File: src/stg_pkg.sv
package stg_pkg;

    // ========================================================
    // Datapath widths
    localparam int WORD_W  = 16;
    localparam int BYTE_W  = 8;
    localparam int GUARD_W = 4;
    localparam int CNT_W   = 8;
    localparam int UWORD_W = 38;

    // ========================================================
    // Microword field positions
    localparam int UW_S1_LO  = 20;
    localparam int UW_S1_HI  = 22;
    localparam int UW_S2_BIT = 23;
    localparam int UW_S3_LO  = 36;
    localparam int UW_S3_HI  = 37;
    localparam int S1_LOWSEL = 2;    // Stage-one bit steering the low half
    localparam int NIBBLE    = 4;    // Second-stage shift distance
    localparam int LOW_TAP   = 3;    // First-stage bit caught on right four
    localparam int HI_TAP    = 7;    // Data bit caught on right eight

    // ========================================================
    // Selection codes
    typedef enum logic [2:0] {
        S1_DIRECT  = 3'h0,
        S1_LO_DUP  = 3'h1,
        S1_FILL_LO = 3'h2,
        S1_CNT_LO  = 3'h3,
        S1_HI_DUP  = 3'h4,
        S1_SWAP    = 3'h5,
        S1_FILL_HI = 3'h6,
        S1_CNT_HI  = 3'h7
    } stg_s1_t;

    typedef enum logic {
        S2_PASS   = 1'h0,
        S2_RIGHT4 = 1'h1
    } stg_s2_t;

    typedef enum logic [1:0] {
        S3_LEFT1  = 2'h0,
        S3_PASS   = 2'h1,
        S3_RIGHT1 = 2'h2,
        S3_RIGHT2 = 2'h3
    } stg_s3_t;

    typedef struct packed {
        stg_s1_t s1;
        stg_s2_t s2;
        stg_s3_t s3;
    } stg_sel_t;

    // Shift word modes, as seen on the S1/S0 controls
    typedef enum logic [1:0] {
        SR_HOLD  = 2'h0,
        SR_RIGHT = 2'h1,
        SR_LEFT  = 2'h2,
        SR_LOAD  = 2'h3
    } stg_sr_mode_t;

    // Residual image, kept exactly as loaded from bus B bits 14:11
    typedef struct packed {
        logic end_s2_n;
        logic mode1_n;
        logic mode0_n;
        logic guard_en;
    } stg_res_t;

    localparam logic [GUARD_W-1:0] RES_RST = 4'h0;

    // ========================================================
    // Bus map
    localparam int         OFS_W       = 8;
    localparam logic [7:0] OFS_RES     = 8'h00;
    localparam logic [7:0] OFS_SHIFT   = 8'h04;
    localparam logic [7:0] OFS_RESULT  = 8'h08;
    localparam logic       HRESP_OKAY  = 1'h0;

    // ========================================================
    // Residual decoding
    function automatic stg_sr_mode_t stg_sr_mode(input stg_res_t r);
        return stg_sr_mode_t'({~r.mode1_n, ~r.mode0_n});
    endfunction

    function automatic logic stg_end_s2(input stg_res_t r);
        return ~r.end_s2_n;
    endfunction

endpackage

File: src/stg_shift_tree.sv
`timescale 1ns/1ps

module stg_shift_tree (
    input  wire logic [stg_pkg::WORD_W-1:0] work_data,
    input  wire logic                       carry,
    input  wire logic [stg_pkg::CNT_W-1:0]  loop_counter,
    input  wire stg_pkg::stg_sel_t          sel,
    input  wire logic                       sr_msb,
    input  wire logic                       end_s2,
    output logic [stg_pkg::WORD_W-1:0]      first_out,
    output logic [stg_pkg::WORD_W-1:0]      second_out,
    output logic [stg_pkg::WORD_W-1:0]      third_out,
    output logic                            shift_end
);
    import stg_pkg::*;

    logic [BYTE_W-1:0] d_hi;
    logic [BYTE_W-1:0] d_lo;
    logic [BYTE_W-1:0] first_stage_high_half;
    logic [BYTE_W-1:0] first_stage_low_half;
    logic [BYTE_W-1:0] fill_byte;
    logic              low_sel;

    // ========================================================
    // First stage: byte steering, no storage anywhere
    assign d_hi      = work_data[WORD_W-1:BYTE_W];
    assign d_lo      = work_data[BYTE_W-1:0];
    assign fill_byte = {BYTE_W{carry}};
    assign low_sel   = sel.s1[S1_LOWSEL];
    assign first_stage_low_half = low_sel ? d_hi : d_lo;
    assign first_stage_high_half =
        (sel.s1 == S1_DIRECT)  ? d_hi :
        (sel.s1 == S1_LO_DUP)  ? d_lo :
        (sel.s1 == S1_FILL_LO) ? fill_byte :
        (sel.s1 == S1_CNT_LO)  ? loop_counter :
        (sel.s1 == S1_HI_DUP)  ? d_hi :
        (sel.s1 == S1_SWAP)    ? d_lo :
        (sel.s1 == S1_FILL_HI) ? fill_byte : loop_counter;
    assign first_out = {first_stage_high_half, first_stage_low_half};

    // ========================================================
    // Second stage: pass or right four with carry fill
    assign second_out = (sel.s2 == S2_RIGHT4) ?
        {{NIBBLE{carry}}, first_out[WORD_W-1:NIBBLE]} : first_out;

    // ========================================================
    // Shift-end select comes from stage selects and residual, not the word
    // Priority: right-four catch, then right-eight catch, then shift word
    assign shift_end =
        (sel.s2 == S2_RIGHT4) ? first_out[LOW_TAP] :
        low_sel               ? work_data[HI_TAP] :
        !end_s2               ? sr_msb :
                                1'b0;

    // ========================================================
    // Third stage; ends are discarded, never wrapped round
    assign third_out =
        (sel.s3 == S3_LEFT1)  ? {second_out[WORD_W-2:0], shift_end} :
        (sel.s3 == S3_PASS)   ? second_out :
        (sel.s3 == S3_RIGHT1) ? {carry, second_out[WORD_W-1:1]} :
                                {{2{carry}}, second_out[WORD_W-1:2]};

endmodule

File: src/stg_shift_unit.sv
// Functional notes
// - Three cascaded combinational stages, same microcycle
// - No rotation; shifted-out bits are discarded
// - Stage selects from microword bits directly
// - Codes 0-3: direct, low dup, fill, counter
// - Codes 4-7: high dup, swap, fill, counter
// - Stage two passes or shifts right four
// - Stage three: left, pass, right one, two
// - Shift-end selects from stage selects and residual
// - Right-eight low half, no right four: bit seven
// - Right four with left one feeds bit three
// - Guard has shift register modes, residual enabled
// - Parallel load clears the guard
// - Right shift: stage two bit zero enters
// - Left shift: guard or carry enters bit zero
// - Guard bits three, two exported as conditions
// - Data and shift word form 32-bit pair
// - Residual select low, stages passing: msb feeds
// - Guard shifts only when residual enables it; load clears it either way
`timescale 1ns/1ps

module stg_shift_unit #(
    parameter int ADDR_W = 32
) (
    input  wire logic                         hclk,
    input  wire logic                         hresetn,
    input  wire logic                         hsel,
    input  wire logic [ADDR_W-1:0]            haddr,
    input  wire logic [1:0]                   htrans,
    input  wire logic                         hwrite,
    input  wire logic [2:0]                   hsize,
    input  wire logic [31:0]                  hwdata,
    input  wire logic                         hready,
    output logic                              hreadyout,
    output logic                              hresp,
    output logic [31:0]                       hrdata,
    input  wire logic [stg_pkg::UWORD_W-1:0]  microword,
    input  wire logic [stg_pkg::WORD_W-1:0]   work_data,
    input  wire logic                         carry,
    input  wire logic [stg_pkg::CNT_W-1:0]    loop_counter,
    input  wire logic [stg_pkg::WORD_W-1:0]   alu_result,
    input  wire logic                         shift_word_clock_enable,
    input  wire logic                         res_load,
    input  wire logic [stg_pkg::GUARD_W-1:0]  res_bus_b,
    output logic [stg_pkg::WORD_W-1:0]        a_bus,
    output logic [stg_pkg::WORD_W-1:0]        shift_word_reg,
    output logic [1:0]                        guard_cond
);
    import stg_pkg::*;

    // ========================================================
    // Elaboration checks
    generate
        if (ADDR_W < OFS_W) begin : g_bad_addr
            $error("ADDR_W too narrow for the register map");
        end
    endgenerate

    // ========================================================
    // Declarations
    stg_sel_t             sel;
    stg_res_t             residual_control_reg;
    stg_sr_mode_t         sr_mode;
    logic [GUARD_W-1:0]   res_q;
    logic [GUARD_W-1:0]   res_d;
    logic [WORD_W-1:0]    sr_q;
    logic [WORD_W-1:0]    sr_d;
    logic [WORD_W-1:0]    sr_right;
    logic [WORD_W-1:0]    sr_left;
    logic [GUARD_W-1:0]   guard_q;
    logic [GUARD_W-1:0]   guard_d;
    logic                 guard_en;
    logic                 left_in;
    logic [WORD_W-1:0]    first_out;
    logic [WORD_W-1:0]    second_out;
    logic [WORD_W-1:0]    third_out;
    logic                 shift_end_mux;
    logic                 ahb_go;
    logic                 ahb_rd;
    logic                 ahb_wr;
    logic [OFS_W-1:0]     addr_ofs;
    logic                 wr_pend_q;
    logic [OFS_W-1:0]     wr_ofs_q;
    logic                 sw_res_wr;
    logic [31:0]          rd_word;
    logic [31:0]          hrdata_q;
    logic                 hreadyout_q;

    // ========================================================
    // Microword field extraction; bits go straight to the stage selects
    // One driver for the whole select struct; fields in s1, s2, s3 order
    assign sel = {microword[UW_S1_HI:UW_S1_LO],
                  microword[UW_S2_BIT],
                  microword[UW_S3_HI:UW_S3_LO]};

    // ========================================================
    // Residual decode
    assign residual_control_reg = stg_res_t'(res_q);
    assign sr_mode  = stg_sr_mode(residual_control_reg);
    assign guard_en = residual_control_reg.guard_en;

    // ========================================================
    // Shift tree; the A-side bus is not registered so the result
    // still reaches the ALU within the same microcycle
    stg_shift_tree u_tree (
        .work_data    (work_data),
        .carry        (carry),
        .loop_counter (loop_counter),
        .sel          (sel),
        .sr_msb       (sr_q[WORD_W-1]),
        .end_s2       (stg_end_s2(residual_control_reg)),
        .first_out    (first_out),
        .second_out   (second_out),
        .third_out    (third_out),
        .shift_end    (shift_end_mux)
    );
    assign a_bus = third_out;

    // ========================================================
    // Shift word and guard next values
    assign left_in  = guard_en ? guard_q[GUARD_W-1] : carry;
    assign sr_right = {second_out[0], sr_q[WORD_W-1:1]};
    assign sr_left  = {sr_q[WORD_W-2:0], left_in};
    assign sr_d =
        (sr_mode == SR_RIGHT) ? sr_right :
        (sr_mode == SR_LEFT)  ? sr_left :
        (sr_mode == SR_LOAD)  ? alu_result : sr_q;
    // Load clears the guard even when disabled, so stale extension
    // bits never leak into a fresh operand
    assign guard_d =
        (sr_mode == SR_LOAD)             ? '0 :
        (!guard_en)                      ? guard_q :
        (sr_mode == SR_RIGHT)            ? {sr_q[0], guard_q[GUARD_W-1:1]} :
        (sr_mode == SR_LEFT)             ? {guard_q[GUARD_W-2:0], 1'b0} :
                                           guard_q;

    // Shift word and guard clock on the same strobe
    always_ff @(posedge hclk or negedge hresetn) begin
        if (!hresetn) begin
            sr_q    <= '0;
            guard_q <= '0;
        end else if (shift_word_clock_enable) begin
            sr_q    <= sr_d;
            guard_q <= guard_d;
        end
    end

    assign shift_word_reg = sr_q;
    assign guard_cond     = guard_q[GUARD_W-1:GUARD_W-2];

    // ========================================================
    // Residual register: datapath load beats a same-cycle bus write
    assign res_d = res_load  ? res_bus_b :
                   sw_res_wr ? hwdata[GUARD_W-1:0] : res_q;

    always_ff @(posedge hclk or negedge hresetn) begin
        if (!hresetn) begin
            res_q <= RES_RST;
        end else begin
            res_q <= res_d;
        end
    end

    // ========================================================
    // Bus slave decode; zero wait states, always OKAY
    assign ahb_go    = hsel & htrans[1] & hready;
    assign ahb_rd    = ahb_go & ~hwrite;
    assign ahb_wr    = ahb_go & hwrite;
    assign addr_ofs  = haddr[OFS_W-1:0];
    assign sw_res_wr = wr_pend_q & (wr_ofs_q == OFS_RES);
    // Unmapped offsets read zero and ignore writes
    assign rd_word =
        (addr_ofs == OFS_RES)    ? {28'h0, res_q} :
        (addr_ofs == OFS_SHIFT)  ? {12'h0, guard_q, sr_q} :
        (addr_ofs == OFS_RESULT) ? {16'h0, third_out} : 32'h0;

    // Address phase capture
    always_ff @(posedge hclk or negedge hresetn) begin
        if (!hresetn) begin
            wr_pend_q <= 1'b0;
            wr_ofs_q  <= '0;
        end else begin
            wr_pend_q <= ahb_wr;
            wr_ofs_q  <= addr_ofs;
        end
    end

    // Read data launched for the data phase
    always_ff @(posedge hclk or negedge hresetn) begin
        if (!hresetn) begin
            hrdata_q    <= '0;
            hreadyout_q <= 1'b0;
        end else begin
            hrdata_q    <= ahb_rd ? rd_word : 32'h0;
            hreadyout_q <= 1'b1;
        end
    end

    assign hrdata    = hrdata_q;
    assign hreadyout = hreadyout_q;
    assign hresp     = HRESP_OKAY;
endmodule

File: config.mk
export PLATFORM = sky130hd
export DESIGN_NAME = stg_shift_unit
export DESIGN_NICKNAME = d
export VERILOG_FILES = /design/src/stg_pkg.sv /design/src/stg_shift_tree.sv /design/src/stg_shift_unit.sv
export SDC_FILE = /design/constraint.sdc
export NUM_CORES = 1
export LEC_CHECK = 0
export ABC_AREA = 1
export CORE_MARGIN = 8
export CORE_UTILIZATION = 40
export DETAILED_ROUTE_END_ITERATION = 10
export DONT_BUFFER_PORTS = 1
export MAX_ROUTING_LAYER = met4
export PLACE_DENSITY_LB_ADDON = 0.05
export SYNTH_ARGS = -nofsm -noshare
export SYNTH_HDL_FRONTEND = slang
export SYNTH_SLANG_ARGS = --single-unit
File: constraint.sdc
create_clock -name hclk -period 4.85 [get_ports hclk]
set_clock_uncertainty 0.1 [all_clocks]
set_input_delay 0.7275 -clock hclk [delete_from_list [all_inputs] [get_ports hclk]]
set_output_delay 0.7275 -clock hclk [all_outputs]
set_load 0.02 [all_outputs]
* Yosys cells after proc, flatten, opt, wreduce, memory -nomap -nowiden *
Cells that the tools add are included.

operators by class
  bitwise operators = 8
  equal/unequal tests = 13
  muxes and demuxes = 29
  reductions and logical operators = 9

operators with widths
  operator            number
  $mux 16             7
  $mux 8              8
  $mux 20             3
  $mux 4              6
  $logic_not 8->1     2
  $mux 15             1
  $eq 3x3->1 const B  3
  $eq 8x3->1 const B  1
  $eq 8x4->1 const B  1
  $eq 2x2->1 const B  3
  $eq 3x2->1 const B  2
  $and 1x1->1         5
  $eq 2x1->1 const B  2
  $mux 1              4
  $reduce_bool 2->1   2
  $eq 3x1->1 const B  1
  $logic_not 3->1     1
  $not 1->1           3
  $reduce_and 3->1    1
  $reduce_bool 3->1   1
  $logic_not 2->1     1
  $reduce_and 2->1    1

word-level totals
  logic and storage cells = 66
  output and inout port bits = 68
  input port bits = 159
  register bits after elaboration = 66

* Logic depth before layout (Yosys ltp) *
Gate-level depths: netlist of run 1.

  depth after elaboration = 16
  gate-level depth with buffers = 16
  mapped depth without buffers = 16

* Modules after synthesis *
Synthesis of run 1 repeated with hierarchy kept, for this count alone.

unflattened totals
  cells, all modules = 592
  area total of the unflattened synthesis = 3950.0 sq um

by module, submodules not included
  module          area an instance (sq um)  seq. area each (sq um)  cells an instance  times used
  stg_shift_unit  2738.9                    1351.3                  336                1
  stg_shift_tree  1211.2                    0.0                     256                1

* Worst setup path before layout of run 1 *
OpenSTA, ideal clock, no wires.

  path type = input-to-output
  start point = input port microword[21] in the netlist's numbering
  end point = output port a_bus[2] in the netlist's numbering
  data required time = 4023 ps
  cell stages on the path = 12
  path slack = 1891 ps
  data arrival time = 2131 ps
  path buffers = 1
  path through = buf_6 > nor3_2 > nand2_1 > nand2_1 > nand2_1 > nand2_1 > nand2_1 > nand3_1 > nand2_1 > nand2_1 > nand2_1 > a21boi_0

on the way
  longest elaborated chain between the ends = 12
  elaborated cells on any way between the ends = 18
  those cells by class = eq/ne (6); mux (11); reduce/logical (1)

ends and longest elaborated chain
  item             line                  RTL
  start, declared  stg_shift_unit.sv:37  input wire logic [stg_pkg::UWORD_W-1:0] microword,
  $eq 3x3->1       stg_shift_tree.sv:38  (sel.s1 == S1_FILL_HI) ? fill_byte : loop_counter;
  $mux 8           stg_shift_tree.sv:38
  $mux 8           stg_shift_tree.sv:37  (sel.s1 == S1_SWAP) ? d_lo :
  $mux 8           stg_shift_tree.sv:36  (sel.s1 == S1_HI_DUP) ? d_hi :
  $mux 8           stg_shift_tree.sv:35  (sel.s1 == S1_CNT_LO) ? loop_counter :
  $mux 8           stg_shift_tree.sv:34  (sel.s1 == S1_FILL_LO) ? fill_byte :
  $mux 8           stg_shift_tree.sv:33  (sel.s1 == S1_LO_DUP) ? d_lo :
  $mux 8 *         stg_shift_tree.sv:32  (sel.s1 == S1_DIRECT) ? d_hi :
  $mux 16 *        stg_shift_tree.sv:43  assign second_out = (sel.s2 == S2_RIGHT4) ?
  $mux 15 *        stg_shift_tree.sv:60  (sel.s3 == S3_RIGHT1) ? {carry, second_out[WORD_W-1:1]} :
  $mux 16 *        stg_shift_tree.sv:59  (sel.s3 == S3_PASS) ? second_out :
  $mux 16 *        stg_shift_tree.sv:58  (sel.s3 == S3_LEFT1) ? {second_out[WORD_W-2:0], shift_end} :
  end, declared    stg_shift_unit.sv:45  output logic [stg_pkg::WORD_W-1:0] a_bus,

Every way passes the cells marked *; elsewhere a longest branch is shown, timed or not.

* Worst setup path after layout of run 1 *
  start point = input port microword[20] in the netlist's numbering
  end point = output port a_bus[2] in the netlist's numbering

Same word-level chain as after synthesis.

==> results of run 1 <==
-- metrics by stage --
step                power (mW)  cells   util  cell area [um^2]  hold WS [ps]
global placement         0.892    647  0.407              3740           334
detailed placement       0.894    647  0.407              3740           334
floorplan                0.833    571      -              3820           332
CTS                       1.28    656  0.425              3910           169
global route              1.34    656  0.425              3910           167
finish                    1.27    656  0.425              3910           165
-- how the worst max path moves through the flow --
stage	startpoint	endpoint	slack [ps]	depth (start not counted)
global placement	microword[20]	a_bus[2]	1510	13
CTS	microword[20]	a_bus[2]	1500	13
finish	microword[20]	a_bus[2]	1510	13
detailed placement	microword[20]	a_bus[2]	1500	13
global route	microword[20]	a_bus[2]	1380	13
floorplan	microword[21]	a_bus[2]	1890	12
-- cells by family (layout without fill, tap and decap cells) --
logic type      after synthesis  after routing  share of synthesized area
simple gates                240            240                      0.279
compound gates              154            154                      0.224
buf+inv                     107             81                      0.132
flops                        54             54                      0.358
other cells                   2             14                    0.00199
mux                           2              2                    0.00530
-- routing by layer --
layer,GRT usage,vias up,part of all wire
met5,-,-,0
met1,0.253,1633,0.46
met4,0.0346,0,0.0043
li1,-,1786,-
met3,0.0889,4,0.13
met2,0.260,155,0.41
-- cell usage after synthesis, types with 6 or more instances --
master    count  area (um^2)
a21oi_1      43          215
buf_2         7         35.0
buf_4        19          143
clkbuf_1      9         33.8
dfrtp_1      54         1350
inv_1        66          248
nand2_1     151          567
nand3_1      36          180
nor2_1       20         75.1
o211ai_1      7         52.6
o21ai_0      78          390
o22ai_1       6         37.5
-- report_power, final --
part           switching, mW  internal [mW]
sequential            0.0949          0.492
clock                  0.151          0.220
combinational          0.224         0.0843
-- final cells by class --
cell class,instances,area (um^2)
Inverter,69,259
Fill cell,1017,5280
Tap cell,111,139
Sequential cell,54,1350
Multi-Input combinational cell,410,1970
Timing Repair Buffer,4,50.0
Clock buffer,6,82.6
Clock inverter,2,60.1
-- what timing repair did --
item,in CTS,in global routing
endpoints found under the setup margin,0,0
hold buffers,1,0
setup buffers,0,0
endpoints found under the hold margin,54,0
-- critical path, delay by kind of cell --
| family | cells | cell delay, ps |
|---|---|---|
| AND/OR/NAND/NOR | 11 | 950 |
| AO/OA/AOI/OAI | 1 | 640 |
| buffers and inverters | 1 | 190 |
==> results.ini, run 1 <==
[synth]
synthArstFlopShare=1.00
ys.flop_type=dfrtp_1
yosysSeqAreaShare=0.358
ys_ff_latch=54
synth_cells=559
syn-cell-area_um2=3780
synth-edff-count=0
synth.avg_cell_area_um2=6.76
yosys_warnings=0
synthDistinctLibCells=39

[setup_path]
slowest_delay_ps=640
slowest_stage=a21boi_0
path_class=in2out
worstPathRequired_ps=4020
r2r-start=res_q[1]
cpMostUsedCell=nand2_1
worst_r2r_endpoint=shift_word_reg[0]
cp_max_fo=16
reg2reg_slack_ps=2730
worst-endpoint-arrival_ps=2510
crit_chain=inv_2, nand4_1, nand3_1, nand2_1, nand2_1, nand2_1, nand2_1, nand2_1, nand3_1, nand2_1, nand2_1, nand2_1, a21boi_0
crit_path_end_kind=primary output
r2r_cells=7
start_kind=primary input

[cts]
numCtsBuffers=5
cts_max_level=2
cts_max_path_buffers=2
path_clk_slew_ps=100
cts_tree=yes
root_buffer=clkbuf_8
worstSkewPairLatency_ps=310
cts_resized=0
cts.sinks=54

[finish]
final_nets=703
final_common_cell=nand2_1
area_delta_synth_final_pct=3.58
layout-drive-gt1-share=0.0642
layout_common_cells=151 x nand2_1, 78 x o21ai_0, 66 x inv_1, 54 x dfrtp_1, 43 x a21oi_1
n_antenna_cell=0
largest_reg_flops=20

[place]
routabilityCongestion=0.895
post-dp-hpwl_um=9620
port_buffers=0
place_ws_ps=1500

[timing]
worstMarginPinSlew_ps=1000
min_period_over_period=0.689
fmax_mhz=299
setup_ws_ps=1510
finalHoldViolations=0
relSlewSlack=0.330
setup_tns_ps=0
rsz0062_at_grt=false
slew_violations=0
min_period_ps=3340
finalSetupViolations=0

[die]
rows=35
core_area_um2=9200
die_h_um=113
fp.dieW_um=113
die_area_um2=12800
initial_core_util=0.411
num_io_pins=227

[global_route]
grt_pass1_vias=3443
grt_usage=0.191
grt_pass1_wl_um=19000
antenna_found_initial=0
grt_max_degree=55
grt_overflow=0

[min_path]
hold_path_class=in2async

[pwr]
leakage_nw=1.87
max-vdd-ir-drop_v=0.000168
power_density_nw_per_um2=324

[routing]
detail_route.first_pass.iterations=5
vias=3578
ant_nets=0
routed_via_density=5.45
drc_errors=0
wire_per_inst_um=18.5
first_iter_violations=232
routed_wl_um=12100

[run]
drv_cap=0

[run_status]
status=finished, final reports clean

Note: power is estimated with default switching activity, not from simulation.
==> inputs of run 2 (changes only) <==
Clock period 4.85 ns to 2.85 ns, I/O delays scaled along.
==> results.ini, run 2 (same netlist as run 1, synthesis figures left out) <==
[cts]
cts_max_path_buffers=2  ; unchanged
cts_tree=yes
worstSkewPairLatency_ps=300  ; about the same
cts_max_level=2  ; unchanged
path_clk_slew_ps=100  ; about the same
postCtsSetupRepairBufs=0  ; unchanged
root_buffer=clkbuf_8
cts.sinks=54  ; unchanged
numCtsBuffers=5  ; unchanged

[timing]
finalSetupViolations=0  ; unchanged
min_period_over_period=0.896
relSlewSlack=0.501  ; +0.171
finalHoldViolations=0  ; unchanged
min_period_ps=2550
rsz0062_at_grt=false
slew_violations=0  ; unchanged
fmax_mhz=392
worstMarginPinSlew_ps=744  ; -257 ps
setup_tns_ps=0  ; unchanged

[setup_path]
crit_path_end_kind=primary output
worstPathRequired_ps=2320  ; -1700 ps
start_kind=primary input
worst-endpoint-arrival_ps=2030  ; -480 ps
path_class=in2out
cp_max_fo=16  ; unchanged

[pwr]
max-vdd-ir-drop_v=0.000259  ; +54%
power_frac_clock=0.292  ; about the same
power.switching_mw=0.798  ; +70%
power_frac_comb=0.247  ; +0.003
power_frac_seq=0.461  ; -0.002
switching_share=0.369  ; -0.00223
p_int_mw=1.36  ; +71%
leakage_nw=1.90  ; +1.8%
power_density_nw_per_um2=545  ; +68%
power_mw=2.16  ; +71%

[routing]
drc_errors=0  ; unchanged
routed_via_density=5.39  ; -1.2%
drt-met1-wl_um=5630  ; +1.2%
first_iter_violations=223  ; -3.9%
ant_nets=0  ; unchanged
routed_wl_um=11900  ; -1.4%
route.met3.wl_um=1360  ; -13%
wire_per_inst_um=18.0  ; -2.5%
vias=3572  ; -0.17%
highest_layer=met4
detail_route.first_pass.iterations=4  ; -1
route.met2.wl_um=4910  ; -0.81%

[finish]
n_fill_cell=1015  ; -0.20%
n_antenna_cell=0  ; unchanged
area_delta_synth_final_pct=5.03
final_nets=710  ; +1.0%
largest_reg_flops=20  ; unchanged
final_common_cell=nand2_1
layout-drive-gt1-share=0.0743  ; +0.0101
layout_common_cells=151 x nand2_1, 78 x o21ai_0, 66 x inv_1, 54 x dfrtp_1, 43 x a21oi_1

[die]
num_io_pins=227  ; unchanged
fp.dieW_um=113  ; unchanged
die_h_um=113  ; unchanged
die_area_um2=12800  ; unchanged
core_area_um2=9200  ; unchanged
initial_core_util=0.411  ; unchanged
rows=35  ; unchanged

[run]
drv_cap=0  ; unchanged

[global_route]
grt_usage=0.191  ; about the same
grt_max_degree=55  ; unchanged
grt_pass1_wl_um=19100  ; +0.76%
grt_pass1_vias=3609  ; +4.8%
grt_overflow=0  ; unchanged
antenna_found_initial=0  ; unchanged

[place]
routabilityCongestion=0.904  ; +0.98%
port_buffers=0  ; unchanged
post-dp-hpwl_um=9680  ; +0.58%

[run_status]
status=finished, final reports clean

[min_path]
hold_path_class=in2reg

-- run 2: through the flow --
step	hold WS (ps)	cells	area [um^2]	util	setup slack [ps]
after floorplan	31.9	571	3820	-	491
after global placement	33.5	653	3790	0.412	301
after detailed placement	33.7	653	3790	0.412	290
after CTS	28.6	663	3970	0.431	283
final	37.3	663	3970	0.431	297
after global routing	14.0	663	3970	0.431	89.8
-- run 2: power by group through the flow --
stage	clock [mW]	sequential [mW]	combinational [mW]
floorplan	0	0.964	0.453
global placement	0	1.02	0.510
detailed placement	0	1.02	0.512
CTS	0.647	1.00	0.537
global route	0.673	1.01	0.613
finish	0.632	0.997	0.534
-- run 2: cell type report --
type / count / area, um^2 / area share
multi-input cells: 410 / 1970 / 0.497
clock buffers: 6 / 82.6 / 0.0208
repair buffers: 11 / 105 / 0.0265
flip-flops and latches: 54 / 1350 / 0.341
clock inverters: 2 / 60.1 / 0.0151
inverters: 69 / 259 / 0.0653
well taps: 111 / 139 / 0.0350
-- run 2: routing by layer --
layer	track usage	vias to the layer above
li1	-	1801
met1	0.248	1644
met2	0.277	123
met3	0.0815	4
met4	0.0266	0
met5	-	-
-- run 2: critical path, cell delays in order --
cell	delay (ps)
inv_2	180
nand4_1	180
nand3_1	120
nand2_1	60
nand2_1	50
nand2_1	50
nand2_1	60
nand2_1	70
nand3_1	90
nand2_1	100
nand2_1	70
nand2_1	60
a21boi_0	290
buf_4	210
-- run 2: final timing paths --
path                                     from           endpoint  slack (ps)  cells past startpoint
min in group asynchronous             hresetn          hreadyout         510                      2
max in group asynchronous             hresetn         hrdata[15]        1880                      2
worst max register to register       res_q[1]  shift_word_reg[0]         740                      7
worst min-delay path                 haddr[1]        wr_ofs_q[1]          40                      0
worst min register to register     guard_q[1]         guard_q[0]         420                      2
worst max-delay path            microword[20]           a_bus[2]         300                     14
-- run 2: timing repair --
| item | in CTS | in global routing |
|---|---|---|
| hold buffers | 2 | 0 |
| endpoints found under the hold margin | 54 | 0 |
| resized for setup | 0 | 0 |
==> inputs of run 3 (changes only) <==
==> constraint.sdc (replaced) <==
create_clock -name hclk -period 2.85 [get_ports hclk]
set_clock_uncertainty 0.1 [all_clocks]
set_input_delay 0 -clock hclk [delete_from_list [all_inputs] [get_ports hclk]]
set_output_delay 0 -clock hclk [all_outputs]
set_load 0.02 [all_outputs]
==> results.ini, run 3 (same netlist as run 1, synthesis figures left out) <==
[run_status]
status=finished, final reports clean

[timing]
relSlewSlack=0.498  ; -0.00275
worstMarginPinSlew_ps=753  ; +9.12 ps
finalHoldViolations=0  ; unchanged
setup_tns_ps=0  ; unchanged
finalSetupViolations=0  ; unchanged
fmax_mhz=408  ; +4.1%
rsz0062_at_grt=false
min_period_ps=2450  ; -100 ps
min_period_over_period=0.860  ; -0.0352
slew_violations=0  ; unchanged

[routing]
route.met2.wl_um=5220  ; +6.2%
route.met3.wl_um=1530  ; +13%
drt-met1-wl_um=5700  ; +1.1%
routed_via_density=5.36  ; -0.60%
drc_errors=0  ; unchanged
detail_route.first_pass.iterations=8  ; +4
routed_wl_um=12500  ; +4.4%
ant_nets=0  ; unchanged
highest_layer=met4
vias=3754  ; +5.1%
wire_per_inst_um=17.8  ; -1.2%
first_iter_violations=256  ; +15%

[global_route]
grt_pass1_wl_um=19800  ; +3.9%
grt_overflow=0  ; unchanged
grt_max_degree=55  ; unchanged
antenna_found_initial=0  ; unchanged
grt_pass1_vias=3660  ; +1.4%
grt_usage=0.198  ; +0.00730

[setup_path]
worst-endpoint-arrival_ps=2610  ; +580 ps
start_kind=register
crit_path_end_kind=register
path_class=reg2reg
cp_max_fo=8  ; -8
worstPathRequired_ps=3000  ; +680 ps

[min_path]
hold_path_class=in2reg

[finish]
layout-drive-gt1-share=0.0644  ; -0.00987
final_common_cell=nand2_1
largest_reg_flops=20  ; unchanged
fin_util=0.470  ; +0.0390
area_delta_synth_final_pct=14.5
n_fill_cell=959  ; -5.5%
n_antenna_cell=0  ; unchanged
layout_common_cells=151 x nand2_1, 78 x o21ai_0, 66 x inv_1, 54 x dfrtp_1, 43 x a21oi_1
final_nets=748  ; +5.4%

[die]
fp.dieW_um=113  ; unchanged
core_area_um2=9200  ; unchanged
die_h_um=113  ; unchanged
initial_core_util=0.411  ; unchanged
die_area_um2=12800  ; unchanged
num_io_pins=227  ; unchanged
rows=35  ; unchanged

[cts]
cts.sinks=54  ; unchanged
cts_tree=yes
cts_max_path_buffers=2  ; unchanged
numCtsBuffers=5  ; unchanged
worstSkewPairLatency_ps=310  ; about the same
hold_buffers=43  ; +41
root_buffer=clkbuf_8
cts_max_level=2  ; unchanged
postCtsSetupRepairBufs=0  ; unchanged
path_clk_slew_ps=100  ; about the same
cts_resized=0  ; unchanged

[pwr]
power_density_nw_per_um2=488  ; -11%
max-vdd-ir-drop_v=0.000235  ; -9.3%
leakage_nw=2.04  ; +7.1%

[run]
drv_cap=0  ; unchanged

[place]
routabilityCongestion=0.890  ; -1.6%
port_buffers=0  ; unchanged
post-dp-hpwl_um=9620  ; -0.56%

[run 3: path summary, 6_finish.rpt]
kind                          startpoint          end  slack [ps]  cells past startpoint
min                        microword[37]    hrdata[8]          20                      5
min reg2reg                   guard_q[0]   hrdata[16]         440                      2
min in group asynchronous        hresetn  wr_ofs_q[3]         110                      2
max in group asynchronous        hresetn   hrdata[15]        2290                      2
max reg2reg                  wr_ofs_q[1]     res_q[0]         400                      6
max                          wr_ofs_q[1]     res_q[0]         400                      6
[run 3: critical path: stages (launching register included)]
cell and delay, ps:
dfrtp_1 380, nor4_1 320, a31o_2 300, o211ai_1 100, dlygate4sd3_1 570, o21ai_0 70, dlygate4sd3_1 560
[run 3: area by class of cell]
cell class / count / area [um^2] / area share
repair buffers: 49 / 493 / 0.114
clock buffers: 5 / 68.8 / 0.0159
clock inverters: 3 / 45.0 / 0.0104
well taps: 111 / 139 / 0.0321
multi-input cells: 410 / 1970 / 0.455
inverters: 69 / 259 / 0.0599
flip-flops and latches: 54 / 1350 / 0.312
[run 3: metal layers]
| layer | vias up | global-route usage |
|---|---|---|
| met5 | - | - |
| met4 | 0 | 0.0249 |
| met3 | 4 | 0.0895 |
| met2 | 155 | 0.277 |
| met1 | 1720 | 0.263 |
| li1 | 1875 | - |
[run 3: where the power goes]
part / switching [mW] / total, mW / internal (mW)
clock network: 0.267 / 0.529 / 0.262
logic: 0.397 / 0.582 / 0.185
registers: 0.163 / 0.999 / 0.837
total: 0.827 / 2.11 / 1.28
[run 3: stage by stage]
step,hold WS (ps),instance area (um^2),total power [mW],setup WS (ps),instances
floorplan,-396,3820,1.42,1210,571
global placement,-394,3760,1.52,748,650
detailed placement,-394,3760,1.53,723,650
CTS,7.97,4330,2.13,365,701
global route,48.8,4330,2.25,225,701
finish,15.2,4330,2.11,398,701
